`config.mk`:
```
export PLATFORM = sky130hd
export DESIGN_NAME = rsirq_regs
export DESIGN_NICKNAME = d
export VERILOG_FILES = /design/src/rtl/rsirq_pkg.sv /design/src/rtl/rsirq_alert.sv /design/src/rtl/rsirq_regs.sv
export SDC_FILE = /design/constraint.sdc
export NUM_CORES = 1
export LEC_CHECK = 0
export BUFFER_PORTS_ARGS = -buffer_cell sky130_fd_sc_hd__buf_2
export CORE_MARGIN = 3
export CORE_UTILIZATION = 55
export CTS_BUF_LIST = sky130_fd_sc_hd__clkbuf_8 sky130_fd_sc_hd__clkbuf_16
export CTS_CLUSTER_SIZE = 12
export DETAILED_ROUTE_END_ITERATION = 7
export HOLD_SLACK_MARGIN = 0.02
export PLACE_DENSITY = 0.93
export SLEW_MARGIN = 15
export SYNTH_ARGS = -nofsm -noshare
export SYNTH_HDL_FRONTEND = slang
export SYNTH_HIERARCHICAL = 1
export SYNTH_SLANG_ARGS = --single-unit
```
`constraint.sdc`:
```
create_clock -name clock_in -period 4.1 [get_ports clock_in]
set_input_delay 0.41 -clock clock_in [delete_from_list [all_inputs] [get_ports clock_in]]
set_output_delay 0.41 -clock clock_in [all_outputs]
set_load 0.02 [all_outputs]
```
`src/rtl/rsirq_pkg.sv`:
```
`default_nettype none
package rsirq_pkg;

    // ----------------------------------------
    // Register offsets
    // ----------------------------------------
    localparam logic [7:0] RSIRQ_OFS_FILL = 8'h04;
    localparam logic [7:0] RSIRQ_OFS_SEC = 8'h05;
    localparam logic [7:0] RSIRQ_OFS_EN = 8'h06;
    localparam logic [7:0] RSIRQ_OFS_RQ = 8'h07;

    // ----------------------------------------
    // Reset values
    // ----------------------------------------
    localparam logic [7:0] RSIRQ_RST_FILL = 8'h00;
    localparam logic [7:0] RSIRQ_RST_SEC = 8'h60;
    localparam logic [5:0] RSIRQ_RST_EN = 6'h00;
    localparam logic [5:0] RSIRQ_RST_RQ = 6'h00;

    // ----------------------------------------
    // Field positions
    // ----------------------------------------
    localparam int RSIRQ_SET_SELECT_BIT = 7;
    localparam int RSIRQ_TIMER_BIT = 7;
    localparam int RSIRQ_NVM_BIT = 6;
    localparam int RSIRQ_CHECKSUM_BIT = 5;
    localparam int RSIRQ_SRC_TIMER = 5;
    localparam int RSIRQ_SRC_TX = 4;
    localparam int RSIRQ_SRC_RX = 3;
    localparam int RSIRQ_SRC_IDLE = 2;
    localparam int RSIRQ_SRC_HIGH = 1;
    localparam int RSIRQ_SRC_LOW = 0;

    // ----------------------------------------
    // Sizes
    // ----------------------------------------
    localparam int RSIRQ_FIFO_DEPTH = 64;
    localparam int RSIRQ_SRC_COUNT = 6;

    // Processor access, one cycle strobes
    typedef struct packed {
        logic wr;
        logic rd;
        logic [7:0] addr;
        logic [7:0] wdata;
    } rsirq_bus_s;

    // Events from the rest of the reader, one cycle pulses except the levels timer_running, nvm_busy, checksum_busy, last_bits
    typedef struct packed {
        logic fifo_push;
        logic fifo_pop;
        logic fifo_flush;
        logic timer_running;
        logic nvm_busy;
        logic checksum_busy;
        logic [2:0] last_bits;
        logic timer_zero;
        logic tx_done;
        logic rx_done;
        logic cmd_idle_return;
        logic cmd_unknown;
    } rsirq_evt_s;

endpackage : rsirq_pkg
`default_nettype wire

```
`src/rtl/rsirq_alert.sv`:
```
`timescale 1ns/1ps
`default_nettype none
// ----------------------------------------
// FIFO threshold compare
// ----------------------------------------
module rsirq_alert
    import rsirq_pkg::*;
#(
    parameter int DEPTH = RSIRQ_FIFO_DEPTH
) (
    input wire logic [6:0] fill_in,
    input wire logic [7:0] threshold_in,
    output logic near_full_out,
    output logic near_empty_out
);
    logic [7:0] room;

    // Seven-bit fill count limits the depth
    if (DEPTH < 1 || DEPTH > 127) begin : g_depth_check
        $error("DEPTH out of range");
    end

    // Free room can be negative only if fill exceeds depth; clamp it
    always_comb begin
        if ({1'b0, fill_in} > 8'(DEPTH)) begin
            room = 8'h00;
        end else begin
            room = 8'(DEPTH) - {1'b0, fill_in};
        end
        near_full_out = (room <= threshold_in); // RULE19
        near_empty_out = ({1'b0, fill_in} <= threshold_in); // RULE20
    end

endmodule : rsirq_alert
`default_nettype wire

```
`src/rtl/rsirq_regs.sv`:
```
`timescale 1ns/1ps
`default_nettype none
// Summary of operation
// RULE1 - Fill count of the 64-byte FIFO in bits 6..0, bit 7 reads zero.
// RULE2 - Each FIFO write adds one to the count, each read subtracts one.
// RULE3 - Secondary bit 7 is one while the timer runs.
// RULE4 - Secondary bit 6 is one once nonvolatile programming has finished.
// RULE5 - Secondary bit 5 is one once the checksum calculation has finished.
// RULE6 - Bits 2..0 give valid bits of the last byte; bits 4,3 read zero.
// RULE7 - Secondary status reads 60h after reset.
// RULE8 - Enable write: bit 7 set sets marked bits 5..0, else clears them.
// RULE9 - Enable bits 5..0 pass timer, tx, rx, idle, high, low requests.
// RULE10 - Request write: bit 7 set sets marked bits 5..0, else clears them.
// RULE11 - Timer reaching zero sets request bit 5.
// RULE12 - Transmit, checksum or nonvolatile write completion sets request bit 4; the code sets it from tx_done only.
// RULE13 - Receiver finishing a reception sets request bit 3.
// RULE14 - Command ending normally or unknown command start sets request bit 2.
// RULE15 - Processor-started idle command does not set request bit 2.
// RULE16 - Near-full alert becoming set sets request bit 1.
// RULE17 - Near-empty alert becoming set sets request bit 0.
// RULE18 - Alert request flags stay latched until cleared by a processor write.
// RULE19 - Near-full is one when 64 minus fill is at most the threshold.
// RULE20 - Near-empty is one when fill is at most the threshold.
// RULE21 - Summary bit shows any enabled request pending.
// RULE22 - Interrupt output is high while any request has its enable set.
module rsirq_regs
    import rsirq_pkg::*;
#(
    parameter int DEPTH = RSIRQ_FIFO_DEPTH
) (
    input wire logic clock_in,
    input wire logic rst_in,
    input wire rsirq_bus_s bus_in,
    input wire rsirq_evt_s evt_in,
    input wire logic [7:0] fifo_threshold_in,
    input wire logic processor_idle_cmd_in,
    output logic [7:0] rdata_out,
    output logic irq_out,
    output logic irq_summary_out,
    output logic fifo_near_full_out,
    output logic fifo_near_empty_out
);

    // ----------------------------------------
    // State
    // ----------------------------------------
    logic [6:0] fifo_fill_count_reg;
    logic [7:0] secondary_flags_reg;
    logic [5:0] irq_enable_mask_reg;
    logic [5:0] irq_request_flags_reg;
    logic near_full_reg;
    logic near_empty_reg;
    logic near_full_now;
    logic near_empty_now;
    logic [5:0] hw_set;
    logic [5:0] irq_request_flags_next;
    logic [5:0] irq_enable_mask_next;
    logic wr_en;
    logic wr_rq;

    // Seven-bit fill count limits the depth
    if (DEPTH < 1 || DEPTH > 127) begin : g_depth_check
        $error("DEPTH out of range");
    end

    // Marked-bit update shared by both set/clear registers
    function automatic logic [5:0] rsirq_mark(input logic [5:0] cur, input logic [7:0] wd);
        if (wd[RSIRQ_SET_SELECT_BIT]) begin
            rsirq_mark = cur | wd[5:0];
        end else begin
            rsirq_mark = cur & ~wd[5:0];
        end
    endfunction : rsirq_mark

    assign wr_en = bus_in.wr && (bus_in.addr == RSIRQ_OFS_EN);
    assign wr_rq = bus_in.wr && (bus_in.addr == RSIRQ_OFS_RQ);

    // ----------------------------------------
    // FIFO fill count
    // ----------------------------------------
    // Push and pop together leave the count unchanged; limits guard misuse
    always_ff @(posedge clock_in or posedge rst_in) begin
        if (rst_in) begin
            fifo_fill_count_reg <= RSIRQ_RST_FILL[6:0];
        end else if (evt_in.fifo_flush) begin
            fifo_fill_count_reg <= 7'h00;
        end else if (evt_in.fifo_push && !evt_in.fifo_pop
                     && fifo_fill_count_reg < 7'(DEPTH)) begin
            fifo_fill_count_reg <= fifo_fill_count_reg + 7'h01; // RULE2
        end else if (evt_in.fifo_pop && !evt_in.fifo_push
                     && fifo_fill_count_reg != 7'h00) begin
            fifo_fill_count_reg <= fifo_fill_count_reg - 7'h01; // RULE2
        end
    end

    rsirq_alert #(
        .DEPTH(DEPTH)
    ) u_alert (
        .fill_in(fifo_fill_count_reg),
        .threshold_in(fifo_threshold_in),
        .near_full_out(near_full_now),
        .near_empty_out(near_empty_now)
    );

    always_ff @(posedge clock_in or posedge rst_in) begin
        if (rst_in) begin
            near_full_reg <= 1'b0;
            near_empty_reg <= 1'b0;
        end else begin
            near_full_reg <= near_full_now; // RULE19
            near_empty_reg <= near_empty_now; // RULE20
        end
    end

    // ----------------------------------------
    // Secondary status
    // ----------------------------------------
    always_ff @(posedge clock_in or posedge rst_in) begin
        if (rst_in) begin
            secondary_flags_reg <= RSIRQ_RST_SEC; // RULE7
        end else begin
            secondary_flags_reg[RSIRQ_TIMER_BIT] <= evt_in.timer_running; // RULE3
            secondary_flags_reg[RSIRQ_NVM_BIT] <= !evt_in.nvm_busy; // RULE4
            secondary_flags_reg[RSIRQ_CHECKSUM_BIT] <= !evt_in.checksum_busy; // RULE5
            secondary_flags_reg[4:3] <= 2'h0; // RULE6
            secondary_flags_reg[2:0] <= evt_in.last_bits; // RULE6
        end
    end

    // ----------------------------------------
    // Enable mask and request flags
    // ----------------------------------------
    always_comb begin
        hw_set = 6'h00;
        hw_set[RSIRQ_SRC_TIMER] = evt_in.timer_zero; // RULE11
        hw_set[RSIRQ_SRC_TX] = evt_in.tx_done; // RULE12
        hw_set[RSIRQ_SRC_RX] = evt_in.rx_done; // RULE13
        // Processor-written idle is not a completion
        hw_set[RSIRQ_SRC_IDLE] = (evt_in.cmd_idle_return && !processor_idle_cmd_in)
                                 || evt_in.cmd_unknown; // RULE14 RULE15
        // Rising edge only, so a clear sticks while the level persists
        hw_set[RSIRQ_SRC_HIGH] = near_full_now && !near_full_reg; // RULE16
        hw_set[RSIRQ_SRC_LOW] = near_empty_now && !near_empty_reg; // RULE17
    end

    always_comb begin
        irq_enable_mask_next = irq_enable_mask_reg;
        if (wr_en) begin
            irq_enable_mask_next = rsirq_mark(irq_enable_mask_reg, bus_in.wdata); // RULE8
        end
        irq_request_flags_next = irq_request_flags_reg;
        if (wr_rq) begin
            irq_request_flags_next = rsirq_mark(irq_request_flags_reg, bus_in.wdata); // RULE10
        end
        // Hardware set wins over a same-cycle clear
        irq_request_flags_next = irq_request_flags_next | hw_set; // RULE18
    end

    always_ff @(posedge clock_in or posedge rst_in) begin
        if (rst_in) begin
            irq_enable_mask_reg <= RSIRQ_RST_EN;
        end else begin
            irq_enable_mask_reg <= irq_enable_mask_next;
        end
    end

    always_ff @(posedge clock_in or posedge rst_in) begin
        if (rst_in) begin
            irq_request_flags_reg <= RSIRQ_RST_RQ;
        end else begin
            irq_request_flags_reg <= irq_request_flags_next;
        end
    end

    // ----------------------------------------
    // Interrupt output
    // ----------------------------------------
    // Taken from next values so the pin tracks the registers exactly
    always_ff @(posedge clock_in or posedge rst_in) begin
        if (rst_in) begin
            irq_out <= 1'b0;
            irq_summary_out <= 1'b0;
        end else begin
            irq_out <= |(irq_request_flags_next & irq_enable_mask_next); // RULE9 RULE22
            irq_summary_out <= |(irq_request_flags_next & irq_enable_mask_next); // RULE21
        end
    end

    always_ff @(posedge clock_in or posedge rst_in) begin
        if (rst_in) begin
            fifo_near_full_out <= 1'b0;
            fifo_near_empty_out <= 1'b0;
        end else begin
            fifo_near_full_out <= near_full_now;
            fifo_near_empty_out <= near_empty_now;
        end
    end

    // ----------------------------------------
    // Read port
    // ----------------------------------------
    // Data one cycle after the read strobe; unmapped reads return zero
    always_ff @(posedge clock_in or posedge rst_in) begin
        if (rst_in) begin
            rdata_out <= 8'h00;
        end else if (bus_in.rd) begin
            case (bus_in.addr)
                RSIRQ_OFS_FILL: rdata_out <= {1'b0, fifo_fill_count_reg}; // RULE1
                RSIRQ_OFS_SEC: rdata_out <= secondary_flags_reg;
                RSIRQ_OFS_EN: rdata_out <= {2'b00, irq_enable_mask_reg};
                RSIRQ_OFS_RQ: rdata_out <= {2'b00, irq_request_flags_reg};
                default: rdata_out <= 8'h00;
            endcase
        end
    end

    // ----------------------------------------
    // Checks
    // ----------------------------------------
    a_fill_inc: assert property (@(posedge clock_in) disable iff (rst_in)
        evt_in.fifo_push && !evt_in.fifo_pop && !evt_in.fifo_flush
        && fifo_fill_count_reg < 7'(DEPTH)
        |=> fifo_fill_count_reg == $past(fifo_fill_count_reg) + 7'h01) // RULE2
        else $error("fill count did not increment");
    a_fill_dec: assert property (@(posedge clock_in) disable iff (rst_in)
        evt_in.fifo_pop && !evt_in.fifo_push && !evt_in.fifo_flush
        && fifo_fill_count_reg != 7'h00
        |=> fifo_fill_count_reg == $past(fifo_fill_count_reg) - 7'h01) // RULE2
        else $error("fill count did not decrement");
    a_fill_read: assert property (@(posedge clock_in) disable iff (rst_in)
        bus_in.rd && bus_in.addr == RSIRQ_OFS_FILL
        |=> rdata_out == {1'b0, $past(fifo_fill_count_reg)}) // RULE1
        else $error("fill read wrong");
    a_sec_timer: assert property (@(posedge clock_in) disable iff (rst_in)
        evt_in.timer_running |=> secondary_flags_reg[RSIRQ_TIMER_BIT]) // RULE3
        else $error("timer flag missing");
    a_sec_ready: assert property (@(posedge clock_in) disable iff (rst_in)
        ##1 secondary_flags_reg[6:5] == ~$past({evt_in.nvm_busy, evt_in.checksum_busy})) // RULE4
        else $error("done flags wrong");
    a_en_mark: assert property (@(posedge clock_in) disable iff (rst_in)
        wr_en |=> irq_enable_mask_reg == ($past(bus_in.wdata[7])
            ? ($past(irq_enable_mask_reg) | $past(bus_in.wdata[5:0]))
            : ($past(irq_enable_mask_reg) & ~$past(bus_in.wdata[5:0])))) // RULE8
        else $error("enable mark update wrong");
    a_rq_mark: assert property (@(posedge clock_in) disable iff (rst_in)
        wr_rq && hw_set == 6'h00
        |=> irq_request_flags_reg == ($past(bus_in.wdata[7])
            ? ($past(irq_request_flags_reg) | $past(bus_in.wdata[5:0]))
            : ($past(irq_request_flags_reg) & ~$past(bus_in.wdata[5:0])))) // RULE10
        else $error("request mark update wrong");
    a_tx_set: assert property (@(posedge clock_in) disable iff (rst_in)
        evt_in.tx_done |=> irq_request_flags_reg[RSIRQ_SRC_TX]) // RULE12
        else $error("transmit request lost");
    a_low_set: assert property (@(posedge clock_in) disable iff (rst_in)
        $rose(near_empty_now) |=> irq_request_flags_reg[RSIRQ_SRC_LOW]) // RULE17
        else $error("low alert request lost");
    a_rq_set_wins: assert property (@(posedge clock_in) disable iff (rst_in)
        hw_set[RSIRQ_SRC_TIMER] |=> irq_request_flags_reg[RSIRQ_SRC_TIMER]) // RULE11
        else $error("timer request lost");
    a_idle_cpu: assert property (@(posedge clock_in) disable iff (rst_in)
        evt_in.cmd_idle_return && processor_idle_cmd_in && !evt_in.cmd_unknown
        && !irq_request_flags_reg[RSIRQ_SRC_IDLE] && !wr_rq
        |=> !irq_request_flags_reg[RSIRQ_SRC_IDLE]) // RULE15
        else $error("idle request set by processor idle");
    a_alert_latch: assert property (@(posedge clock_in) disable iff (rst_in)
        irq_request_flags_reg[RSIRQ_SRC_HIGH] && !wr_rq
        |=> irq_request_flags_reg[RSIRQ_SRC_HIGH]) // RULE18
        else $error("alert request dropped");
    a_irq_pin: assert property (@(posedge clock_in) disable iff (rst_in)
        ##1 irq_out == |(irq_request_flags_reg & irq_enable_mask_reg)) // RULE22
        else $error("irq pin mismatch");
    a_sum_pin: assert property (@(posedge clock_in) disable iff (rst_in)
        ##1 irq_summary_out == |(irq_request_flags_reg & irq_enable_mask_reg)) // RULE21
        else $error("summary bit mismatch");

    c_irq_rise: cover property (@(posedge clock_in) disable iff (rst_in) $rose(irq_out));
    c_rq_clear: cover property (@(posedge clock_in) disable iff (rst_in)
        wr_rq && !bus_in.wdata[7] ##1 irq_request_flags_reg == 6'h00);
    c_near_full: cover property (@(posedge clock_in) disable iff (rst_in) $rose(near_full_reg));
    c_idle_cpu: cover property (@(posedge clock_in) disable iff (rst_in)
        evt_in.cmd_idle_return && processor_idle_cmd_in);

endmodule : rsirq_regs
`default_nettype wire

```
==> impl_metrics.tcl, run 1 <==
set metrics [dict create \
    status "completed" \
    switchingPower_uw 606 \
    synth_top_area_share_pct 35.2 \
    slew_headroom_pct 28.9 \
    required_ns 4.33 \
    finalCritPeriodShare_pct 67.9 \
    setup_tns_ns 0 \
    grt_pass1_vias 1969 \
    holdBufCountCts 0 \
    antenna_found_initial 0 \
    first_pass_iters 4 \
    num_vias 2024 \
    die_h_um 72.3 \
    top_usage_layer "met2" \
    clkSinkCount 36 \
    place_congestion 0.836 \
    syn-num-nets 316 \
    max-vdd-ir-drop_mv 0.327 \
    yosysSeqAreaShare_pct 37.4 \
    cts_root_buffer "clkbuf_8" \
    tightest_slew_ns 1.06 \
    drtAntennaViolNets 0 \
    crit_fanout 7 \
    seqPwrFrac_pct 33.8 \
    clock_latency_ns 0.29 \
    core_um2 4120 \
    fin_cells 353 \
    crit_type "register to register" \
    grt_use_met2_pct 37.8 \
    rsz0062_at_grt "no" \
    drt_wl_total_um 5600 \
    area_delta_synth_final_pct 15.3 \
    overflow 0 \
    skew_ns 0.00881 \
    drt-initial-drc-count 143 \
    p_leak_nw 1.38 \
    start_util_pct 58.7 \
    yosys.area.top_type "dfrtp_1" \
    nFillCells 310 \
    crit_path_start_kind "register" \
    track_usage_pct 22.9 \
    netSwitchingFraction_pct 41.9 \
    grt_max_degree 37 \
    viasPerCell 5.73 \
    fin_crit_ns 2.78 \
    dieArea_um2 5220 \
    internal_power_uw 841 \
    placed_cells 345 \
    grt_pass1_wl_um 9230 \
    antenna_cells 0 \
    hold_violations 0 \
    synthDistinctLibCells 41 \
    synth_area_leaders "dfrtp_1 (35%), ha_1 (11%), inv_1 (5.0%)" \
    clockBufferDepth 2 \
    cts-buffers-inserted 5 \
    ys_seq_elements 36 \
    cts_setup_buffers 0 \
    num_rows 23 \
    syn_area_um2 2420 \
    nNetsFinal 368 \
    p_clk_share_pct 16.5 \
    synth_warnings 6 \
    die-width_um 72.3 \
    drive_gt1_share_pct 26.4 \
    ioPinCount 55 \
    drc 0 \
    cp-end-kind "register" \
    fmaxAchievable_ghz 0.359 \
    grt_use_met1_pct 30.0 \
    comb_power_share_pct 49.8 \
    cts_tree "done" \
    ctsResizeCount 0 \
    power_density_nw_per_um2 520 \
    htreeDepth 2 \
    maxCapViolations 0 \
    place_hpwl_um 4310 \
    netlist_instances 250 \
    wl_per_cell_um 15.9 \
    synth.avg_cell_area_um2 9.66 \
    setup_violations 0 \
    grtUsageMet3_pct 5.12 \
    port_buffers 53 \
    clk_pin_slew_ns 0.08 \
    drv_slew 0 \
    hold_path.class "primary input to asynchronous set/reset pin" \
    largest_register_ffs 8 \
    crit_arrival_ns 3.02 \
]
==> worst max-delay path, stage by stage, from the launching register on <==
cell	delay, ns
dfrtp_1	0.50
inv_1	0.11
ha_1	0.25
nand3_1	0.16
nand2_1	0.09
and2_1	0.18
ha_1	0.30
nor2b_1	0.14
o211ai_1	0.15
a21oi_1	0.08
o22ai_1	0.21
inv_1	0.06
o21ai_0	0.31
a22oi_2	0.08
nand3_1	0.10
==> layer usage <==
layer  vias up  share of wire (%)
met4         0                1.8
met5         -                  0
met3        11                6.3
li1        987                  -
met2        64                 50
met1       962                 42
==> path summary, 6_finish.rpt <==
path / to / from / slack (ns) / cells after the start
worst max-delay path: irq_summary_out / fifo_fill_count_reg[0] / 1.32 / 14
worst min-delay path: irq_enable_mask_reg[3] / rst_in / 0.21 / 3
worst max register to register: irq_summary_out / fifo_fill_count_reg[0] / 1.32 / 14
worst min register to register: rdata_out[7] / secondary_flags_reg[7] / 0.52 / 2
max in group asynchronous: secondary_flags_reg[5] / rst_in / 3.55 / 3
min in group clock_in: secondary_flags_reg[2] / evt_in[7] / 0.23 / 1
==> through the flow <==
stage | hold WS, ns | worst slack [ns] | power [mW] | utilization, % | area [um^2]
2_1_floorplan | 0.436 | 1.78 | 1.03 | - | 2420
3_3_place_gp | 0.484 | 1.46 | 1.15 | 65.7 | 2710
3_5_place_dp | 0.513 | 1.32 | 1.21 | 65.7 | 2710
4_1_cts | 0.221 | 1.33 | 1.44 | 67.7 | 2790
5_1_grt | 0.226 | 1.10 | 1.57 | 67.7 | 2790
6_report | 0.208 | 1.32 | 1.45 | 67.7 | 2790
==> layout by cell type, fill, tap and decap left out, types with 2 or more instances in the layout <==
master     n
o21ai_0    7
dfstp_2    2
a31oi_1    4
o211ai_1   2
mux2_4     6
nand3_1   11
xnor2_1    3
nor2_1    17
a21o_1     3
dfrtp_1   34
xor2_1     4
a311o_1    2
ha_1      22
mux2i_1    9
o22ai_1    7
nor3_1     9
nor2b_1    4
clkbuf_8   5
buf_2     53
mux4_2     4
nand4_1    5
a21oi_1   16
a22oi_2    3
nor4_1     2
nand2b_1   7
inv_1     34
nand2_1   15
==> layout make-up <==
type                       instances  area, um^2  area share [%]
sequential                        36         903            32.4
timing repair buffer              54         273            9.79
clock inverter                     3        12.5           0.449
multi-input combinational        173        1350            48.3
clock buffer                       5        68.8            2.47
tap                               50        62.6            2.25
inverter                          32         120            4.31
==> Yosys cell counts <==
master	number
nor4_4	1
a22oi_2	3
nor3_1	9
nand4_1	5
inv_1	32
or4_4	1
nand2b_1	7
buf_1	1
nor3b_2	1
dfstp_2	2
clkbuf_1	5
buf_6	1
and2_1	1
nor4bb_1	1
nand4b_1	1
a31oi_1	4
fa_1	1
dfrtp_1	34
ha_1	22
nor2b_1	4
xor2_1	4
a21oi_1	16
mux4_2	4
o22ai_1	7
nand2_1	15
o211ai_1	2
o21ai_0	7
mux2_4	6
nor4_1	2
mux2i_1	9
a311o_1	2
o22a_1	1
nor3b_1	1
mux2_2	1
nor3_2	1
buf_4	1
xnor2_1	3
a21o_1	3
nand3_1	11
buf_2	1
nor2_1	17
==> cells by family after synthesis <==
kind of cell,Yosys count,share of synthesized area [%]
AOI/OAI and AO/OA,45,11.9
buffers and inverters,41,6.89
muxes,20,11.7
DFF,36,37.4
xor gates and xnor gates,7,2.54
and+or+nand+nor,78,17.4
adders and majority gates,23,12.2
==> power by group through the flow <==
stage	combinational [mW]	sequential (mW)	clock (mW)
final	0.720	0.489	0.238
after floorplan	0.557	0.468	0
after global routing	0.818	0.496	0.256
after global placement	0.666	0.489	0
after CTS	0.715	0.488	0.241
after detailed placement	0.712	0.494	0
Note: power is estimated with default switching activity, not from simulation.
==> run 2: changes to the inputs <==
--- a/config.mk
+++ b/config.mk
@@ -7,12 +7,12 @@
 export LEC_CHECK = 0
 export BUFFER_PORTS_ARGS = -buffer_cell sky130_fd_sc_hd__buf_2
 export CORE_MARGIN = 3
-export CORE_UTILIZATION = 55
+export CORE_UTILIZATION = 54
 export CTS_BUF_LIST = sky130_fd_sc_hd__clkbuf_8 sky130_fd_sc_hd__clkbuf_16
 export CTS_CLUSTER_SIZE = 12
 export DETAILED_ROUTE_END_ITERATION = 7
 export HOLD_SLACK_MARGIN = 0.02
-export PLACE_DENSITY = 0.93
+export PLACE_DENSITY = 0.92
 export SLEW_MARGIN = 15
 export SYNTH_ARGS = -nofsm -noshare
 export SYNTH_HDL_FRONTEND = slang
==> constraint.sdc (replaced) <==
create_clock -name clock_in -period 2.8 [get_ports clock_in]
set_input_delay 0.28 -clock clock_in [delete_from_list [all_inputs] [get_ports clock_in]]
set_output_delay 0.28 -clock clock_in [all_outputs]
set_load 0.02 [all_outputs]
==> run 2 against run 1 <==
  * Combinational power is 69% higher
  * Design area is 2.7% higher
  * First-iteration DRC count is 36% higher
  * Final cell count increased by 2.0%
  * Non-clock buffer count up 8
  * Die area rose by 1.7%
  * Via count grew 4.8%
  * Sequential power up 29%
  * Critical path depth down 1
  * Largest cell class unchanged
==> impl_metrics.tcl, run 2 (synthesis results as in run 1) <==
set metrics [dict create \
    status "completed" \
    crit_slowest_cell "dfrtp_1" \
    hold_violations 0 \
    viasPerCell 5.89 \
    drv_slew 0 \
    htreeDepth 2 \
    slowest_delay_ns 0.41 \
    max-vdd-ir-drop_mv 0.542 \
    clkSinkCount 36 \
    drt-initial-drc-count 195 \
    crit_fanout 5 \
    placed_cells 353 \
    ff2ff_path_depth 13 \
    grt_max_degree 21 \
    core_um2 4140 \
    crit_type "register to register" \
    area_delta_synth_final_pct 18.4 \
    finalCritPeriodShare_pct 92.0 \
    place_hpwl_um 4520 \
    whs_ns 0.0903 \
    grt_pass1_wl_um 9270 \
    wl_per_cell_um 16.1 \
    maxCapViolations 0 \
    power_density_nw_per_um2 782 \
    cts_setup_buffers 0 \
    crit_arrival_ns 2.79 \
    die_h_um 72.9 \
    ioPinCount 55 \
    cp-end-kind "register" \
    dieArea_um2 5310 \
    fin_ws_ns 0.225 \
    holdBufCountCts 0 \
    drc 0 \
    required_ns 3.01 \
    r2r_slack_ns 0.22 \
    fin_crit_ns 2.58 \
    hold_path.class "primary input to asynchronous set/reset pin" \
    grt_pass1_vias 2030 \
    ctsResizeCount 0 \
    nNetsFinal 376 \
    num_vias 2121 \
    largest_register_ffs 8 \
    crit_path_start_kind "register" \
    drive_gt1_share_pct 28.7 \
    cts-buffers-inserted 5 \
    die-width_um 72.9 \
    antenna_found_initial 0 \
    num_rows 23 \
    antenna_cells 0 \
    fin_cells 360 \
    port_buffers 53 \
    clock_latency_ns 0.28 \
    r2r-end "irq_summary_out" \
    skew_ns 0.00423 \
    r2r_start "fifo_fill_count_reg[1]" \
    track_usage_pct 22.6 \
    p_leak_nw 1.42 \
    slew_headroom_pct 54.8 \
    cts_root_buffer "clkbuf_8" \
    setup_violations 0 \
    fmaxAchievable_ghz 0.388 \
    final_area_um2 2860 \
    pre_cts_slack_ns 0.214 \
    drt_wl_total_um 5810 \
    path_cells "buf_4, nor3_2, nor3b_2, xor2_1, a21oi_1, ha_1, a21oi_1, o21ai_0, o22ai_1, inv_1, o21ai_0, a22oi_2, nand3_1" \
    place_area_um2 2770 \
    final_common_cell "buf_2" \
    cts_tree "done" \
    final_cell_mix "buf_2 (53), dfrtp_1 (34), inv_1 (32)" \
    clockBufferDepth 2 \
    place_congestion 0.835 \
    drtAntennaViolNets 0 \
    start_util_pct 58.3 \
    clk_pin_slew_ns 0.07 \
    tightest_slew_ns 0.677 \
    first_pass_iters 4 \
    overflow 0 \
    setup_tns_ns 0 \
    rsz0062_at_grt "no" \
]
run 2: cell types whose count changed in the layout (fill, tap and decap cells not counted), sizes merged:
cell and delta:
buf +8, clkbuf +2, clkinv -1, inv -2
run 2: worst max-delay path by stage:
stage                                 startpoint                endpoint  slack [ns]
after floorplan           fifo_fill_count_reg[0]         irq_summary_out        0.48
after global placement    fifo_fill_count_reg[1]         irq_summary_out        0.31
after detailed placement              evt_in[12]  fifo_fill_count_reg[6]        0.21
after CTS                 fifo_fill_count_reg[1]         irq_summary_out        0.22
after global routing      fifo_fill_count_reg[1]         irq_summary_out        0.06
final                     fifo_fill_count_reg[1]         irq_summary_out        0.22
run 2: area by class of cell:
type                            instances  area (um^2)
Inverter                               32          120
Timing Repair Buffer                   62          333
Fill cell                             305         1280
Clock buffer                            7         96.3
Multi-Input combinational cell        173         1350
Tap cell                               50         62.6
Sequential cell                        36          903
run 2: stage by stage:
step	power [mW]	util, %
after floorplan	1.50	-
after global placement	1.76	66.7
after detailed placement	1.84	66.7
after CTS	2.23	69.1
after global routing	2.43	69.1
final	2.24	69.1
run 2: report_power, final:
part	switching (mW)	leakage [nW]	total [mW]	internal, mW
clock network	0.168	0.0503	0.387	0.219
registers	0.0489	0.441	0.629	0.580
logic	0.677	0.932	1.22	0.545
total	0.893	1.42	2.24	1.34
run 2: critical path, delay by kind of cell (launching register included):
family                   cells  cell delay (ns)
AO/OA/AOI/OAI                6             0.87
XOR/XNOR                     1             0.16
flip-flops                   1             0.41
adder cells (fa/ha/maj)      1             0.30
buffers and inverters        2             0.22
AND/OR/NAND/NOR              3             0.53
run 2: per-layer routing:
layer / wire length (um) / part of all wire [%] / global-route usage (%) / vias to the layer above
met5: 0 / 0 / 0 / -
met4: 121 / 2.1 / 8.61 / 0
met3: 450 / 7.8 / 4.13 / 13
met2: 3010 / 52 / 39.1 / 102
met1: 2220 / 38 / 27.8 / 1012
li1: - / - / - / 994
